<file path="src/verilog/cid_pkg.sv">
// constants, opcodes, register map and state codes of the instruction decoder
package cid_pkg;

	// ------------------------------------------------------------------
	// register map (byte addresses on the wishbone bus)
	// ------------------------------------------------------------------
	localparam logic [7:0] OFS_CTRL       = 8'h00;
	localparam logic [7:0] OFS_WORKING    = 8'h04;
	localparam logic [7:0] OFS_BANK_SEL   = 8'h08;
	localparam logic [7:0] OFS_TBL_PTR    = 8'h0C;
	localparam logic [7:0] OFS_TBL_LATCH  = 8'h10;
	localparam logic [7:0] OFS_INDEX_BASE = 8'h14;
	localparam logic [7:0] OFS_DEC_STAT   = 8'h18;
	localparam logic [7:0] OFS_HOLD_BASE  = 8'h20;
	localparam logic [7:0] OFS_HOLD_LAST  = 8'h3C;

	// field positions and reset values
	localparam int         CTRL_EXT_EN_BIT = 0;
	localparam logic [0:0] CTRL_RESET      = 1'h0;
	localparam logic [7:0] WORKING_RESET   = 8'h00;
	localparam logic [5:0] BANK_SEL_RESET  = 6'h00;
	localparam logic [20:0] TBL_PTR_RESET  = 21'h000000;
	localparam logic [7:0] TBL_LATCH_RESET = 8'h00;
	localparam logic [13:0] INDEX_RESET    = 14'h0000;
	localparam logic [7:0] HOLD_RESET      = 8'hFF;

	// widths and address space
	localparam int         PC_W         = 21;
	localparam int         FILE_W       = 14;
	localparam int         HOLD_N       = 8;
	localparam logic [7:0] ACCESS_SPLIT = 8'h60;  // access bank low part is 00h..5Fh
	localparam logic [7:0] INDEX_MAX    = 8'h5F;
	localparam logic [5:0] ACCESS_HI_BANK = 6'h3F;
	localparam logic [1:0] RESTRICT_BANK  = 2'h0;

	// opcode patterns
	localparam logic [3:0]  OP_SECOND  = 4'hF;
	localparam logic [4:0]  OP_BCC     = 5'h1C;
	localparam logic [4:0]  OP_BRANCH   = 5'h1A;
	localparam logic [4:0]  OP_REL_CALL = 5'h1B;
	localparam logic [6:0]  OP_CALL    = 7'h76;
	localparam logic [7:0]  OP_GOTO    = 8'hEF;
	localparam logic [3:0]  OP_MOVE    = 4'hC;
	localparam logic [5:0]  OP_SWAP    = 6'h0E;
	localparam logic [7:0]  OP_RETLIT  = 8'h0C;
	localparam logic [14:0] OP_RETINT  = 15'h0008;
	localparam logic [14:0] OP_RETURN  = 15'h0009;
	localparam logic [15:0] OP_CALL_WORKING = 16'h0014;
	localparam logic [15:0] OP_POP     = 16'h0006;
	localparam logic [15:0] OP_PUSH    = 16'h0005;
	localparam logic [15:0] OP_SLEEP   = 16'h0003;
	localparam logic [15:0] OP_RESET   = 16'h00FF;
	localparam logic [13:0] OP_TABLE_WRITE = 14'h0003;

	// table write pointer modes
	localparam logic [1:0] TW_KEEP = 2'h0;
	localparam logic [1:0] TW_POST_INC = 2'h1;
	localparam logic [1:0] TW_POST_DEC = 2'h2;
	localparam logic [1:0] TW_PRE_INC  = 2'h3;

	// decoder states
	typedef enum logic [4:0] {
		CID_RUN    = 5'h01,
		CID_SECOND = 5'h02,
		CID_FLUSH  = 5'h04,
		CID_EXTRA  = 5'h08,
		CID_SLEEP  = 5'h10
	} cid_state_t;

endpackage

</file>
<file path="src/verilog/cid_decoder.sv">
// instruction decoder for control, inherent, swap and table-write instructions
// What this block does
// - pc change or true condition costs one extra cycle, run as no-operation
// - second words decode as no-operation unless consumed; 1111xxxx words are no-ops
// - restricted move operands get bank bits forced to 00, lower 4k only
// - nibble swap 0011 10da ffff ffff exchanges nibbles in one cycle
// - swap d=0 writes working register, d=1 writes the file register
// - swap a=0 resolves the address into the access bank
// - swap a=1 takes the bank from the bank select register
// - a=0, extended set on, f up to 95: indexed literal offset addressing
// - table write picks one of eight holding registers by pointer bits 2:0
// - table pointer is a 21-bit byte address over 2 MB
// - pointer bit 0 picks low (0) or high (1) byte of a word
// - table write mode: keep, post-inc, post-dec, pre-inc; two cycles
// - holding registers stage data for program memory writes
// - call is two words, 1110 110s + 8 bits then 1111 + 12 bits
// - goto is two words, 1110 1111 + 8 bits then 1111 + 12 bits
// - 0014h loads working register into pc low byte and calls
// - 0010h/0011h return and enable interrupts; 0012h/0013h return; bit 0 shadow
// - 0Ckk puts literal into working register and returns
// - 0006h pops, 0005h pushes the return stack, one cycle, no flags
// - 1110 0ccc conditional branches, 1101 0 unconditional 11-bit branch
// - 0003h enters standby, 00FFh requests a software reset
`timescale 1ns/1ps
module cid_decoder (
	input  wire logic        ref_clk,
	input  wire logic        rst_n,
	// instruction stream from fetch
	input  wire logic        instr_valid,
	input  wire logic [15:0] instr_word,
	input  wire logic [20:0] instr_pc,
	input  wire logic [7:0]  file_rdata,
	input  wire logic        flag_z,
	input  wire logic        flag_c,
	input  wire logic        flag_ov,
	input  wire logic        flag_n,
	input  wire logic        wake_evt,
	// control towards the datapath
	output logic             fetch_hold,
	output logic             pc_load,
	output logic [20:0]      pc_target,
	output logic             pc_from_stack,
	output logic             stack_push,
	output logic [20:0]      stack_push_value,
	output logic             stack_pop,
	output logic             shadow_save,
	output logic             shadow_restore,
	output logic             int_enable_set,
	output logic             sleep_req,
	output logic             soft_reset_req,
	output logic             file_we,
	output logic [13:0]      file_addr,
	output logic [7:0]       file_wdata,
	output logic             indexed_mode,
	output logic             move_req,
	output logic [13:0]      move_src,
	output logic [13:0]      move_dst,
	output logic [63:0]      hold_bytes,
	// wishbone slave
	input  wire logic        wb_cyc_i,
	input  wire logic        wb_stb_i,
	input  wire logic        wb_we_i,
	input  wire logic [7:0]  wb_adr_i,
	input  wire logic [3:0]  wb_sel_i,
	input  wire logic [31:0] wb_dat_i,
	output logic [31:0]      wb_dat_o,
	output logic             wb_ack_o
);

	// ------------------------------------------------------------------
	// functions
	// ------------------------------------------------------------------

	// byte-lane merge of a bus write into a 32-bit image
	function automatic logic [31:0] lane_merge(input logic [31:0] old_v,
		input logic [31:0] new_v, input logic [3:0] sel);
		logic [31:0] res;
		res = old_v;
		for (int i = 0; i < 4; i++) begin
			if (sel[i]) begin
				res[i*8 +: 8] = new_v[i*8 +: 8];
			end
		end
		return res;
	endfunction

	// branch target: pc of the next word plus twice the signed word offset
	function automatic logic [20:0] rel_target(input logic [20:0] pc,
		input logic [20:0] ofs);
		return pc + 21'h000002 + {ofs[19:0], 1'b0};
	endfunction

	// ------------------------------------------------------------------
	// registers and state
	// ------------------------------------------------------------------
	cid_pkg::cid_state_t state;
	logic        ext_en;
	logic [7:0]  working_register;
	logic [5:0]  bank_select_register;
	logic [20:0] table_pointer;
	logic [7:0]  table_latch;
	logic [13:0] index_base;
	logic [7:0]  hold_reg [cid_pkg::HOLD_N];
	logic [7:0]  first_low;        // low address byte of the pending first word
	logic        first_is_call;
	logic        first_shadow;
	logic [11:0] move_first;       // source operand of a pending move
	logic        first_is_move;
	logic [20:0] first_pc;

	// ------------------------------------------------------------------
	// decode of the presented word
	// ------------------------------------------------------------------
	logic        take_first;
	logic        take_second;
	logic [15:0] w;
	logic        is_bcc, is_branch, is_rel_call, is_call, is_goto, is_move, is_swap;
	logic        is_retlit, is_retint, is_return, is_call_working, is_pop, is_push;
	logic        is_sleep, is_reset, is_table_write, cond_true;
	logic [13:0] swap_addr;
	logic        swap_indexed;
	logic [7:0]  swap_result;
	logic [20:0] tw_ptr_used;
	logic [20:0] next_table_pointer;

	assign w           = instr_word;
	assign take_first  = instr_valid && (state == cid_pkg::CID_RUN);
	assign take_second = instr_valid && (state == cid_pkg::CID_SECOND);

	// a 1111 word met directly falls through every compare and is a no-op
	always_comb begin
		is_bcc    = (w[15:11] == cid_pkg::OP_BCC);
		is_branch   = (w[15:11] == cid_pkg::OP_BRANCH);
		is_rel_call = (w[15:11] == cid_pkg::OP_REL_CALL);
		is_call   = (w[15:9] == cid_pkg::OP_CALL);
		is_goto   = (w[15:8] == cid_pkg::OP_GOTO);
		is_move   = (w[15:12] == cid_pkg::OP_MOVE);
		is_swap   = (w[15:10] == cid_pkg::OP_SWAP);
		is_retlit = (w[15:8] == cid_pkg::OP_RETLIT);
		is_retint = (w[15:1] == cid_pkg::OP_RETINT);
		is_return = (w[15:1] == cid_pkg::OP_RETURN);
		is_call_working = (w == cid_pkg::OP_CALL_WORKING);
		is_pop    = (w == cid_pkg::OP_POP);
		is_push   = (w == cid_pkg::OP_PUSH);
		is_sleep  = (w == cid_pkg::OP_SLEEP);
		is_reset  = (w == cid_pkg::OP_RESET);
		is_table_write = (w[15:2] == cid_pkg::OP_TABLE_WRITE);
	end

	// condition codes of the short branches
	always_comb begin
		case (w[10:8])
			3'h0:    cond_true = flag_z;
			3'h1:    cond_true = !flag_z;
			3'h2:    cond_true = flag_c;
			3'h3:    cond_true = !flag_c;
			3'h4:    cond_true = flag_ov;
			3'h5:    cond_true = !flag_ov;
			3'h6:    cond_true = flag_n;
			default: cond_true = !flag_n;
		endcase
	end

	// swap operand address: indexed, access bank or banked
	always_comb begin
		swap_indexed = 1'b0;
		if (!w[8] && ext_en && (w[7:0] <= cid_pkg::INDEX_MAX)) begin
			swap_indexed = 1'b1;
			swap_addr    = index_base + {6'h00, w[7:0]};
		end else if (!w[8]) begin
			if (w[7:0] < cid_pkg::ACCESS_SPLIT) begin
				swap_addr = {6'h00, w[7:0]};
			end else begin
				swap_addr = {cid_pkg::ACCESS_HI_BANK, w[7:0]};
			end
		end else begin
			swap_addr = {bank_select_register, w[7:0]};
		end
		swap_result = {file_rdata[3:0], file_rdata[7:4]};
	end

	// table pointer before and after a table write
	always_comb begin
		tw_ptr_used        = table_pointer;
		next_table_pointer = table_pointer;
		case (w[1:0])
			cid_pkg::TW_POST_INC: next_table_pointer = table_pointer + 21'h000001;
			cid_pkg::TW_POST_DEC: next_table_pointer = table_pointer - 21'h000001;
			cid_pkg::TW_PRE_INC: begin
				tw_ptr_used        = table_pointer + 21'h000001;
				next_table_pointer = tw_ptr_used;
			end
			default: next_table_pointer = table_pointer;       // keep
		endcase
	end

	// ------------------------------------------------------------------
	// sequencing
	// ------------------------------------------------------------------

	// state walk; a pc change parks in flush so the prefetched word dies
	always_ff @(posedge ref_clk or negedge rst_n) begin
		if (!rst_n) begin
			state <= cid_pkg::CID_RUN;
		end else begin
			case (state)
				cid_pkg::CID_RUN: begin
					if (take_first) begin
						if (is_call || is_goto || is_move) begin
							state <= cid_pkg::CID_SECOND;
						end else if ((is_bcc && cond_true) || is_branch || is_rel_call ||
							is_call_working || is_retint || is_return || is_retlit) begin
							state <= cid_pkg::CID_FLUSH;
						end else if (is_table_write) begin
							state <= cid_pkg::CID_EXTRA;
						end else if (is_sleep) begin
							state <= cid_pkg::CID_SLEEP;
						end
					end
				end
				cid_pkg::CID_SECOND: begin
					if (take_second) begin
						state <= first_is_move ? cid_pkg::CID_RUN : cid_pkg::CID_FLUSH;
					end
				end
				cid_pkg::CID_FLUSH: begin
					if (instr_valid) begin
						state <= cid_pkg::CID_RUN;
					end
				end
				cid_pkg::CID_EXTRA: state <= cid_pkg::CID_RUN;
				cid_pkg::CID_SLEEP: begin
					if (wake_evt) begin
						state <= cid_pkg::CID_RUN;
					end
				end
				default: state <= cid_pkg::CID_RUN;
			endcase
		end
	end

	// first word of a two-word instruction, kept for its second word
	always_ff @(posedge ref_clk or negedge rst_n) begin
		if (!rst_n) begin
			first_low     <= 8'h00;
			first_is_call <= 1'b0;
			first_shadow  <= 1'b0;
			first_is_move <= 1'b0;
			move_first    <= 12'h000;
			first_pc      <= 21'h000000;
		end else if (take_first && (is_call || is_goto || is_move)) begin
			first_low     <= w[7:0];
			first_is_call <= is_call;
			first_shadow  <= w[8];
			first_is_move <= is_move;
			move_first    <= w[11:0];
			first_pc      <= instr_pc;
		end
	end

	// flow control pulses towards pc and return stack
	always_ff @(posedge ref_clk or negedge rst_n) begin
		if (!rst_n) begin
			pc_load          <= 1'b0;
			pc_target        <= 21'h000000;
			pc_from_stack    <= 1'b0;
			stack_push       <= 1'b0;
			stack_push_value <= 21'h000000;
			stack_pop        <= 1'b0;
			shadow_save      <= 1'b0;
			shadow_restore   <= 1'b0;
			int_enable_set   <= 1'b0;
			soft_reset_req   <= 1'b0;
		end else begin
			pc_load        <= 1'b0;
			pc_from_stack  <= 1'b0;
			stack_push     <= 1'b0;
			stack_pop      <= 1'b0;
			shadow_save    <= 1'b0;
			shadow_restore <= 1'b0;
			int_enable_set <= 1'b0;
			soft_reset_req <= 1'b0;
			if (take_first) begin
				if (is_bcc && cond_true) begin
					pc_load   <= 1'b1;
					pc_target <= rel_target(instr_pc, {{13{w[7]}}, w[7:0]});
				end else if (is_branch || is_rel_call) begin
					pc_load   <= 1'b1;
					pc_target <= rel_target(instr_pc, {{10{w[10]}}, w[10:0]});
					stack_push       <= is_rel_call;
					stack_push_value <= instr_pc + 21'h000002;
				end else if (is_call_working) begin
					pc_load          <= 1'b1;
					pc_target        <= {instr_pc[20:8], working_register};
					stack_push       <= 1'b1;
					stack_push_value <= instr_pc + 21'h000002;
				end else if (is_retint || is_return || is_retlit) begin
					pc_from_stack  <= 1'b1;
					stack_pop      <= 1'b1;
					shadow_restore <= (is_retint || is_return) && w[0];
					int_enable_set <= is_retint;
				end else if (is_pop) begin
					stack_pop <= 1'b1;
				end else if (is_push) begin
					stack_push       <= 1'b1;
					stack_push_value <= instr_pc + 21'h000002;
				end else if (is_reset) begin
					soft_reset_req <= 1'b1;
				end
			end else if (take_second && !first_is_move) begin
				pc_load          <= 1'b1;
				pc_target        <= {w[11:0], first_low, 1'b0};
				stack_push       <= first_is_call;
				stack_push_value <= first_pc + 21'h000004;
				shadow_save      <= first_is_call && first_shadow;
			end
		end
	end

	// file register traffic of swap and move
	always_ff @(posedge ref_clk or negedge rst_n) begin
		if (!rst_n) begin
			file_we      <= 1'b0;
			file_addr    <= 14'h0000;
			file_wdata   <= 8'h00;
			indexed_mode <= 1'b0;
			move_req     <= 1'b0;
			move_src     <= 14'h0000;
			move_dst     <= 14'h0000;
		end else begin
			file_we  <= 1'b0;
			move_req <= 1'b0;
			if (take_first && is_swap) begin
				file_we      <= w[9];
				file_addr    <= swap_addr;
				file_wdata   <= swap_result;
				indexed_mode <= swap_indexed;
			end else if (take_second && first_is_move) begin
				move_req <= 1'b1;
				move_src <= {cid_pkg::RESTRICT_BANK, move_first};
				move_dst <= {cid_pkg::RESTRICT_BANK, w[11:0]};
			end
		end
	end

	// standby and fetch stall levels
	always_ff @(posedge ref_clk or negedge rst_n) begin
		if (!rst_n) begin
			sleep_req  <= 1'b0;
			fetch_hold <= 1'b0;
		end else begin
			sleep_req  <= (take_first && is_sleep) ||
				((state == cid_pkg::CID_SLEEP) && !wake_evt);
			fetch_hold <= take_first && is_table_write;
		end
	end

	// ------------------------------------------------------------------
	// registers shared by software and the decoder
	// ------------------------------------------------------------------
	logic        bus_wr;
	logic [31:0] wr_img;
	logic [31:0] rd_img;

	assign bus_wr = wb_cyc_i && wb_stb_i && wb_we_i && !wb_ack_o;

	// read image of the addressed word; unmapped words read zero
	always_comb begin
		rd_img = 32'h00000000;
		case (wb_adr_i)
			cid_pkg::OFS_CTRL:       rd_img = {31'h00000000, ext_en};
			cid_pkg::OFS_WORKING:    rd_img = {24'h000000, working_register};
			cid_pkg::OFS_BANK_SEL:   rd_img = {26'h0000000, bank_select_register};
			cid_pkg::OFS_TBL_PTR:    rd_img = {11'h000, table_pointer};
			cid_pkg::OFS_TBL_LATCH:  rd_img = {24'h000000, table_latch};
			cid_pkg::OFS_INDEX_BASE: rd_img = {18'h00000, index_base};
			cid_pkg::OFS_DEC_STAT:   rd_img = {27'h0000000, state};
			default: begin
				if ((wb_adr_i >= cid_pkg::OFS_HOLD_BASE) &&
					(wb_adr_i <= cid_pkg::OFS_HOLD_LAST)) begin
					rd_img = {24'h000000, hold_reg[wb_adr_i[4:2]]};
				end
			end
		endcase
		wr_img = lane_merge(rd_img, wb_dat_i, wb_sel_i);
	end

	// bus answer one cycle after the request, dropped the cycle after
	always_ff @(posedge ref_clk or negedge rst_n) begin
		if (!rst_n) begin
			wb_ack_o <= 1'b0;
			wb_dat_o <= 32'h00000000;
		end else begin
			wb_ack_o <= wb_cyc_i && wb_stb_i && !wb_ack_o;
			wb_dat_o <= rd_img;
		end
	end

	// software-only controls
	always_ff @(posedge ref_clk or negedge rst_n) begin
		if (!rst_n) begin
			ext_en               <= cid_pkg::CTRL_RESET[0];
			bank_select_register <= cid_pkg::BANK_SEL_RESET;
			table_latch          <= cid_pkg::TBL_LATCH_RESET;
			index_base           <= cid_pkg::INDEX_RESET;
		end else if (bus_wr) begin
			case (wb_adr_i)
				cid_pkg::OFS_CTRL:       ext_en <= wr_img[cid_pkg::CTRL_EXT_EN_BIT];
				cid_pkg::OFS_BANK_SEL:   bank_select_register <= wr_img[5:0];
				cid_pkg::OFS_TBL_LATCH:  table_latch <= wr_img[7:0];
				cid_pkg::OFS_INDEX_BASE: index_base <= wr_img[13:0];
				default: ;
			endcase
		end
	end

	// working register; the decoder's update wins over a bus write
	always_ff @(posedge ref_clk or negedge rst_n) begin
		if (!rst_n) begin
			working_register <= cid_pkg::WORKING_RESET;
		end else if (take_first && is_retlit) begin
			working_register <= w[7:0];
		end else if (take_first && is_swap && !w[9]) begin
			working_register <= swap_result;
		end else if (bus_wr && (wb_adr_i == cid_pkg::OFS_WORKING)) begin
			working_register <= wr_img[7:0];
		end
	end

	// 21-bit table pointer; pre/post modes applied by the table write
	always_ff @(posedge ref_clk or negedge rst_n) begin
		if (!rst_n) begin
			table_pointer <= cid_pkg::TBL_PTR_RESET;
		end else if (take_first && is_table_write) begin
			table_pointer <= next_table_pointer;
		end else if (bus_wr && (wb_adr_i == cid_pkg::OFS_TBL_PTR)) begin
			table_pointer <= wr_img[20:0];
		end
	end

	// holding registers; bit 0 of the index is the low/high byte of a word
	for (genvar i = 0; i < cid_pkg::HOLD_N; i++) begin : g_hold
		always_ff @(posedge ref_clk or negedge rst_n) begin
			if (!rst_n) begin
				hold_reg[i] <= cid_pkg::HOLD_RESET;
			end else if (take_first && is_table_write && (tw_ptr_used[2:0] == 3'(i))) begin
				hold_reg[i] <= table_latch;
			end
		end
		// staging image for the program memory writer
		always_ff @(posedge ref_clk or negedge rst_n) begin
			if (!rst_n) begin
				hold_bytes[i*8 +: 8] <= cid_pkg::HOLD_RESET;
			end else begin
				hold_bytes[i*8 +: 8] <= hold_reg[i];
			end
		end
	end

endmodule

</file>
<file path="config.mk">
export PLATFORM = sky130hd
export DESIGN_NAME = cid_decoder
export DESIGN_NICKNAME = d
export VERILOG_FILES = /design/src/verilog/cid_pkg.sv /design/src/verilog/cid_decoder.sv
export SDC_FILE = /design/constraint.sdc
export NUM_CORES = 1
export LEC_CHECK = 0
export BUFFER_PORTS_ARGS = -buffer_cell sky130_fd_sc_hd__buf_2
export CAP_MARGIN = 20
export CORE_MARGIN = 1.5
export CORE_UTILIZATION = 30
export CTS_BUF_LIST = sky130_fd_sc_hd__clkbuf_8 sky130_fd_sc_hd__clkbuf_16
export DETAILED_ROUTE_END_ITERATION = 8
export PLACE_DENSITY = 0.52
export SYNTH_ARGS = -nofsm -noshare
export SYNTH_HDL_FRONTEND = slang
export SYNTH_SLANG_ARGS = --single-unit
</file>
<file path="constraint.sdc">
create_clock -name ref_clk -period 3.65 [get_ports ref_clk]
set_clock_uncertainty 0.15 [all_clocks]
set_input_delay 0.365 -clock ref_clk [delete_from_list [all_inputs] [get_ports ref_clk]]
set_output_delay 0.365 -clock ref_clk [all_outputs]
set_load 0.1 [all_outputs]
</file>
==> impl_metrics.tcl <==
set metrics [dict create \
    outcome "completed" \
    floorplan.rows 90 \
    floorplan.io_pins 302 \
    timing.max_cap.violations 0 \
    overall_power_consumption_mw 13.9 \
    portBuffers 274 \
    hpwlAfterDp_um 47100 \
    setup_viol 0 \
    synth_sequential_area_ratio_pct 48.3 \
    synth_enable_flop_cells 0 \
    worstReg2RegEnd "working_register[3]$_DFFE_PN0P_" \
    fillers 5988 \
    timing.critical_path.slowest_cell_delay_ns 0.56 \
    cp_required_ns 3.97 \
    first_global_vias 15500 \
    worstSkewPairLatency_ns 0.59 \
    dieHeight_um 251 \
    drt-vias-per-instance 5.12 \
    synth.area.top_cells "sky130_fd_sc_hd__dfrtp_1 30%, sky130_fd_sc_hd__dfstp_2 18%, sky130_fd_sc_hd__mux2_2 8.9%, sky130_fd_sc_hd__nand2_1 4.3%, sky130_fd_sc_hd__a21oi_1 3.3%" \
    route.detailed.drc 0 \
    startpoint_type "input pin" \
    placeableCoreArea_mm2 0.0605 \
    reg2reg_depth 8 \
    nets 2338 \
    clock_transition_at_path_regs_ns 0.06 \
    grt_max_degree 106 \
    worstHoldPathType "in -> reg" \
    die_width_um 251 \
    global_route_wire_length_before_repair_um 95100 \
    clk_path_buf_depth 3 \
    synthArstFlopShare_pct 100 \
    timing.critical_path.max_delay_family "simple AND/OR/NAND/NOR gates" \
    layout-area-overhead-vs-synth_pct 27.1 \
    layout-drive-gt1-share_pct 37.1 \
    routedWlPerCell_um 21.0 \
    worst_hold_startpoint "instr_word[9]" \
    synthesis.area_per_instance_um2 10.3 \
    synth_largest_type_area_fraction_pct 29.9 \
    drtAntennaViolNets 0 \
    clock_period_minus_final_worst_setup_slack_ns 3.52 \
    power.density_cell_area_mw_per_mm2 593 \
    grt_antenna_before_repair 6 \
    fin_area_mm2 0.0234 \
    leakage_nw 10.9 \
    synth-main-ff-cell "sky130_fd_sc_hd__dfrtp_1" \
    routed_wl_um 63400 \
    worst_path_max_delay_cell "sky130_fd_sc_hd__or4_1" \
    worst_ep_arrival_time_ns 3.83 \
    post_synth_inst_count 1794 \
    layout.core_utilization_pct 38.7 \
    dpl-instance-area_mm2 0.0214 \
    globalplace.congestion 0.869 \
    worst-slew-pin-transition_ns 1.02 \
    post-synth-top-area-cell "sky130_fd_sc_hd__dfrtp_1" \
    total_negative_slack_ns 0 \
    timing.max_slew.rel_slack_pct 31.4 \
    drt_iter0_markers 997 \
    floorplan.die_area_mm2 0.0628 \
    hold-path-cell-count 3 \
    worst_ir_drop_vdd_mv 0.304 \
    tritoncts "yes" \
    synth_cell_types 80 \
    route.vias.total 15400 \
    count_of_warnings_emitted_by_yosys 0 \
    r2r_slack_ns 0.57 \
    timing.rr.start "state[4]$_DFFE_PN0P_" \
    end_kind "flop" \
    crit_type "in -> reg" \
    detailedRoute.firstPassIterationCount 5 \
    achievable_freq_ghz 0.284 \
    tritoncts_sink_count 349 \
    hold_end "pc_target[18]$_DFFE_PN0P_" \
    timing.hold.ws_ns 0.0428 \
    htree_num_levels 2 \
    synth-seq-cells 349 \
    period_share_pct 96.4 \
    starting_density_of_the_core_pct 30.4 \
    cts_root_buf "sky130_fd_sc_hd__clkbuf_16" \
    crit_buf_inv 4 \
    critical_path_peak_fanout 3 \
    report.final.slew_viol_count 0 \
    final_hold_violating_endpoints 0 \
    mappedNetlistArea_mm2 0.0184 \
    cts-buffers-inserted 43 \
    track_usage_pct 19.9 \
    grt-ovfl-total 0 \
    cp_cell_sequence "dlygate4sd3_1, buf_2, and4_1, buf_4, nand3_1, nor2_2, buf_4, nand3_1, xnor2_2, ha_1, nand2_1, nand2b_1, a211o_1, o21ba_2, a211oi_1, or4_1, a31oi_1, a31oi_1" \
]
per-layer routing:
metal / up-vias / GRT usage [%] / wire, µm
met1: 7633 / 25.8 / 27500
met2: 470 / 32.9 / 29900
met4: 6 / 5.54 / 1570
li1: 7214 / - / -
met5: - / 0 / 34
met3: 103 / 4.96 / 4360
kinds of logic after synthesis:
logic type / synth area share, %
buf+inv: 3.84
mux: 13.3
simple gates: 14.1
flops: 48.3
xor+xnor: 3.19
other cells: 0.0204
fa+ha+maj: 3.21
compound gates: 14.0
worst max-delay path by stage:
stage                             from                         to  slack (ns)  cells past startpoint
final                     instr_pc[11]  pc_target[20]$_DFFE_PN0P_        0.13                     18
after global routing      instr_pc[10]  pc_target[20]$_DFFE_PN0P_       -0.02                     18
after CTS                 instr_pc[10]  pc_target[19]$_DFFE_PN0P_         0.1                     14
after detailed placement   instr_pc[1]  pc_target[19]$_DFFE_PN0P_       -0.18                     14
after global placement     instr_pc[4]  pc_target[18]$_DFFE_PN0P_       -0.17                     16
after floorplan            instr_pc[1]  pc_target[19]$_DFFE_PN0P_        0.18                     13
stage by stage:
| step | setup WS, ns | cells |
|---|---|---|
| after global routing | -0.0190 | 3011 |
| after CTS | 0.0974 | 3008 |
| after detailed placement | -0.183 | 2895 |
| after floorplan | 0.181 | 1808 |
| after global placement | -0.174 | 2895 |
| final | 0.133 | 3012 |
synth_stat cells, drive strengths merged, types with 13 or more instances:
| master | count |
|---|---|
| nor3 | 39 |
| clkbuf | 65 |
| mux2i | 41 |
| mux2 | 145 |
| a211oi | 18 |
| xnor2 | 41 |
| and3 | 24 |
| nand3 | 49 |
| o22ai | 15 |
| inv | 39 |
| nand2 | 211 |
| nor4 | 13 |
| or3 | 15 |
| mux4 | 18 |
| buf | 51 |
| a21oi | 125 |
| nor2 | 129 |
| a31oi | 16 |
| dfstp | 129 |
| ha | 44 |
| dfrtp | 220 |
| o21ai | 124 |
| xor2 | 26 |
worst register-to-register path, cell delays in order (launching register included):
cell and delay (ns):
sky130_fd_sc_hd__dfrtp_1 0.47, sky130_fd_sc_hd__nor3_1 0.15, sky130_fd_sc_hd__nand3_1 0.13, sky130_fd_sc_hd__buf_4 0.44
sky130_fd_sc_hd__nor3_2 0.09, sky130_fd_sc_hd__buf_4 0.21, sky130_fd_sc_hd__a211oi_1 0.86, sky130_fd_sc_hd__or2_2 0.33
sky130_fd_sc_hd__o21ai_0 0.12
cell type report:
cell class	count	area, µm²	area share, %
Sequential cell	349	8890	38.0
Timing Repair Buffer	455	2900	12.4
Multi-Input combinational cell	1302	8920	38.2
Clock buffer	52	1200	5.13
Clock inverter	28	322	1.38
Antenna cell	3	7.51	0.0321
Inverter	41	155	0.664
Tap cell	782	978	4.18
report_power, final:
group          internal, mW  switching [mW]
Sequential             4.38           0.400
Combinational          1.08            3.46
Clock                  2.72            1.82
placed cells by master (no fill, tap or decap), types with 9 or more instances in the layout:
cell and instances:
sky130_fd_sc_hd__nor2b_1 12, sky130_fd_sc_hd__clkbuf_16 43, sky130_fd_sc_hd__or3_1 15, sky130_fd_sc_hd__mux2i_1 41, sky130_fd_sc_hd__a22oi_1 11, sky130_fd_sc_hd__dlygate4sd3_1 33
sky130_fd_sc_hd__clkbuf_8 9, sky130_fd_sc_hd__a31oi_1 16, sky130_fd_sc_hd__or2_2 10, sky130_fd_sc_hd__nor2_1 126, sky130_fd_sc_hd__and2_1 12, sky130_fd_sc_hd__o21ai_0 117
sky130_fd_sc_hd__nand4_1 12, sky130_fd_sc_hd__nor4_1 12, sky130_fd_sc_hd__and3_1 23, sky130_fd_sc_hd__a211o_1 9, sky130_fd_sc_hd__dfstp_2 129, sky130_fd_sc_hd__xor2_1 25
sky130_fd_sc_hd__a22o_1 10, sky130_fd_sc_hd__nor3_1 35, sky130_fd_sc_hd__o31ai_1 11, sky130_fd_sc_hd__mux4_2 18, sky130_fd_sc_hd__o22ai_1 15, sky130_fd_sc_hd__nand3_1 49
sky130_fd_sc_hd__buf_2 273, sky130_fd_sc_hd__a211oi_1 18, sky130_fd_sc_hd__nand2_1 211, sky130_fd_sc_hd__a21oi_1 120, sky130_fd_sc_hd__mux2_2 145, sky130_fd_sc_hd__inv_1 46
sky130_fd_sc_hd__o211ai_1 11, sky130_fd_sc_hd__a21o_1 12, sky130_fd_sc_hd__ha_1 43, sky130_fd_sc_hd__xnor2_1 38, sky130_fd_sc_hd__dfrtp_1 220, sky130_fd_sc_hd__buf_4 142
sky130_fd_sc_hd__conb_1 15
repair_timing:
action	CTS	global route
buffers inserted	0	1
hold endpoints to repair	91	0
resized for setup	0	12
hold buffers	33	0
setup endpoints to repair	0	5
Power figures use the tool's default switching activity.
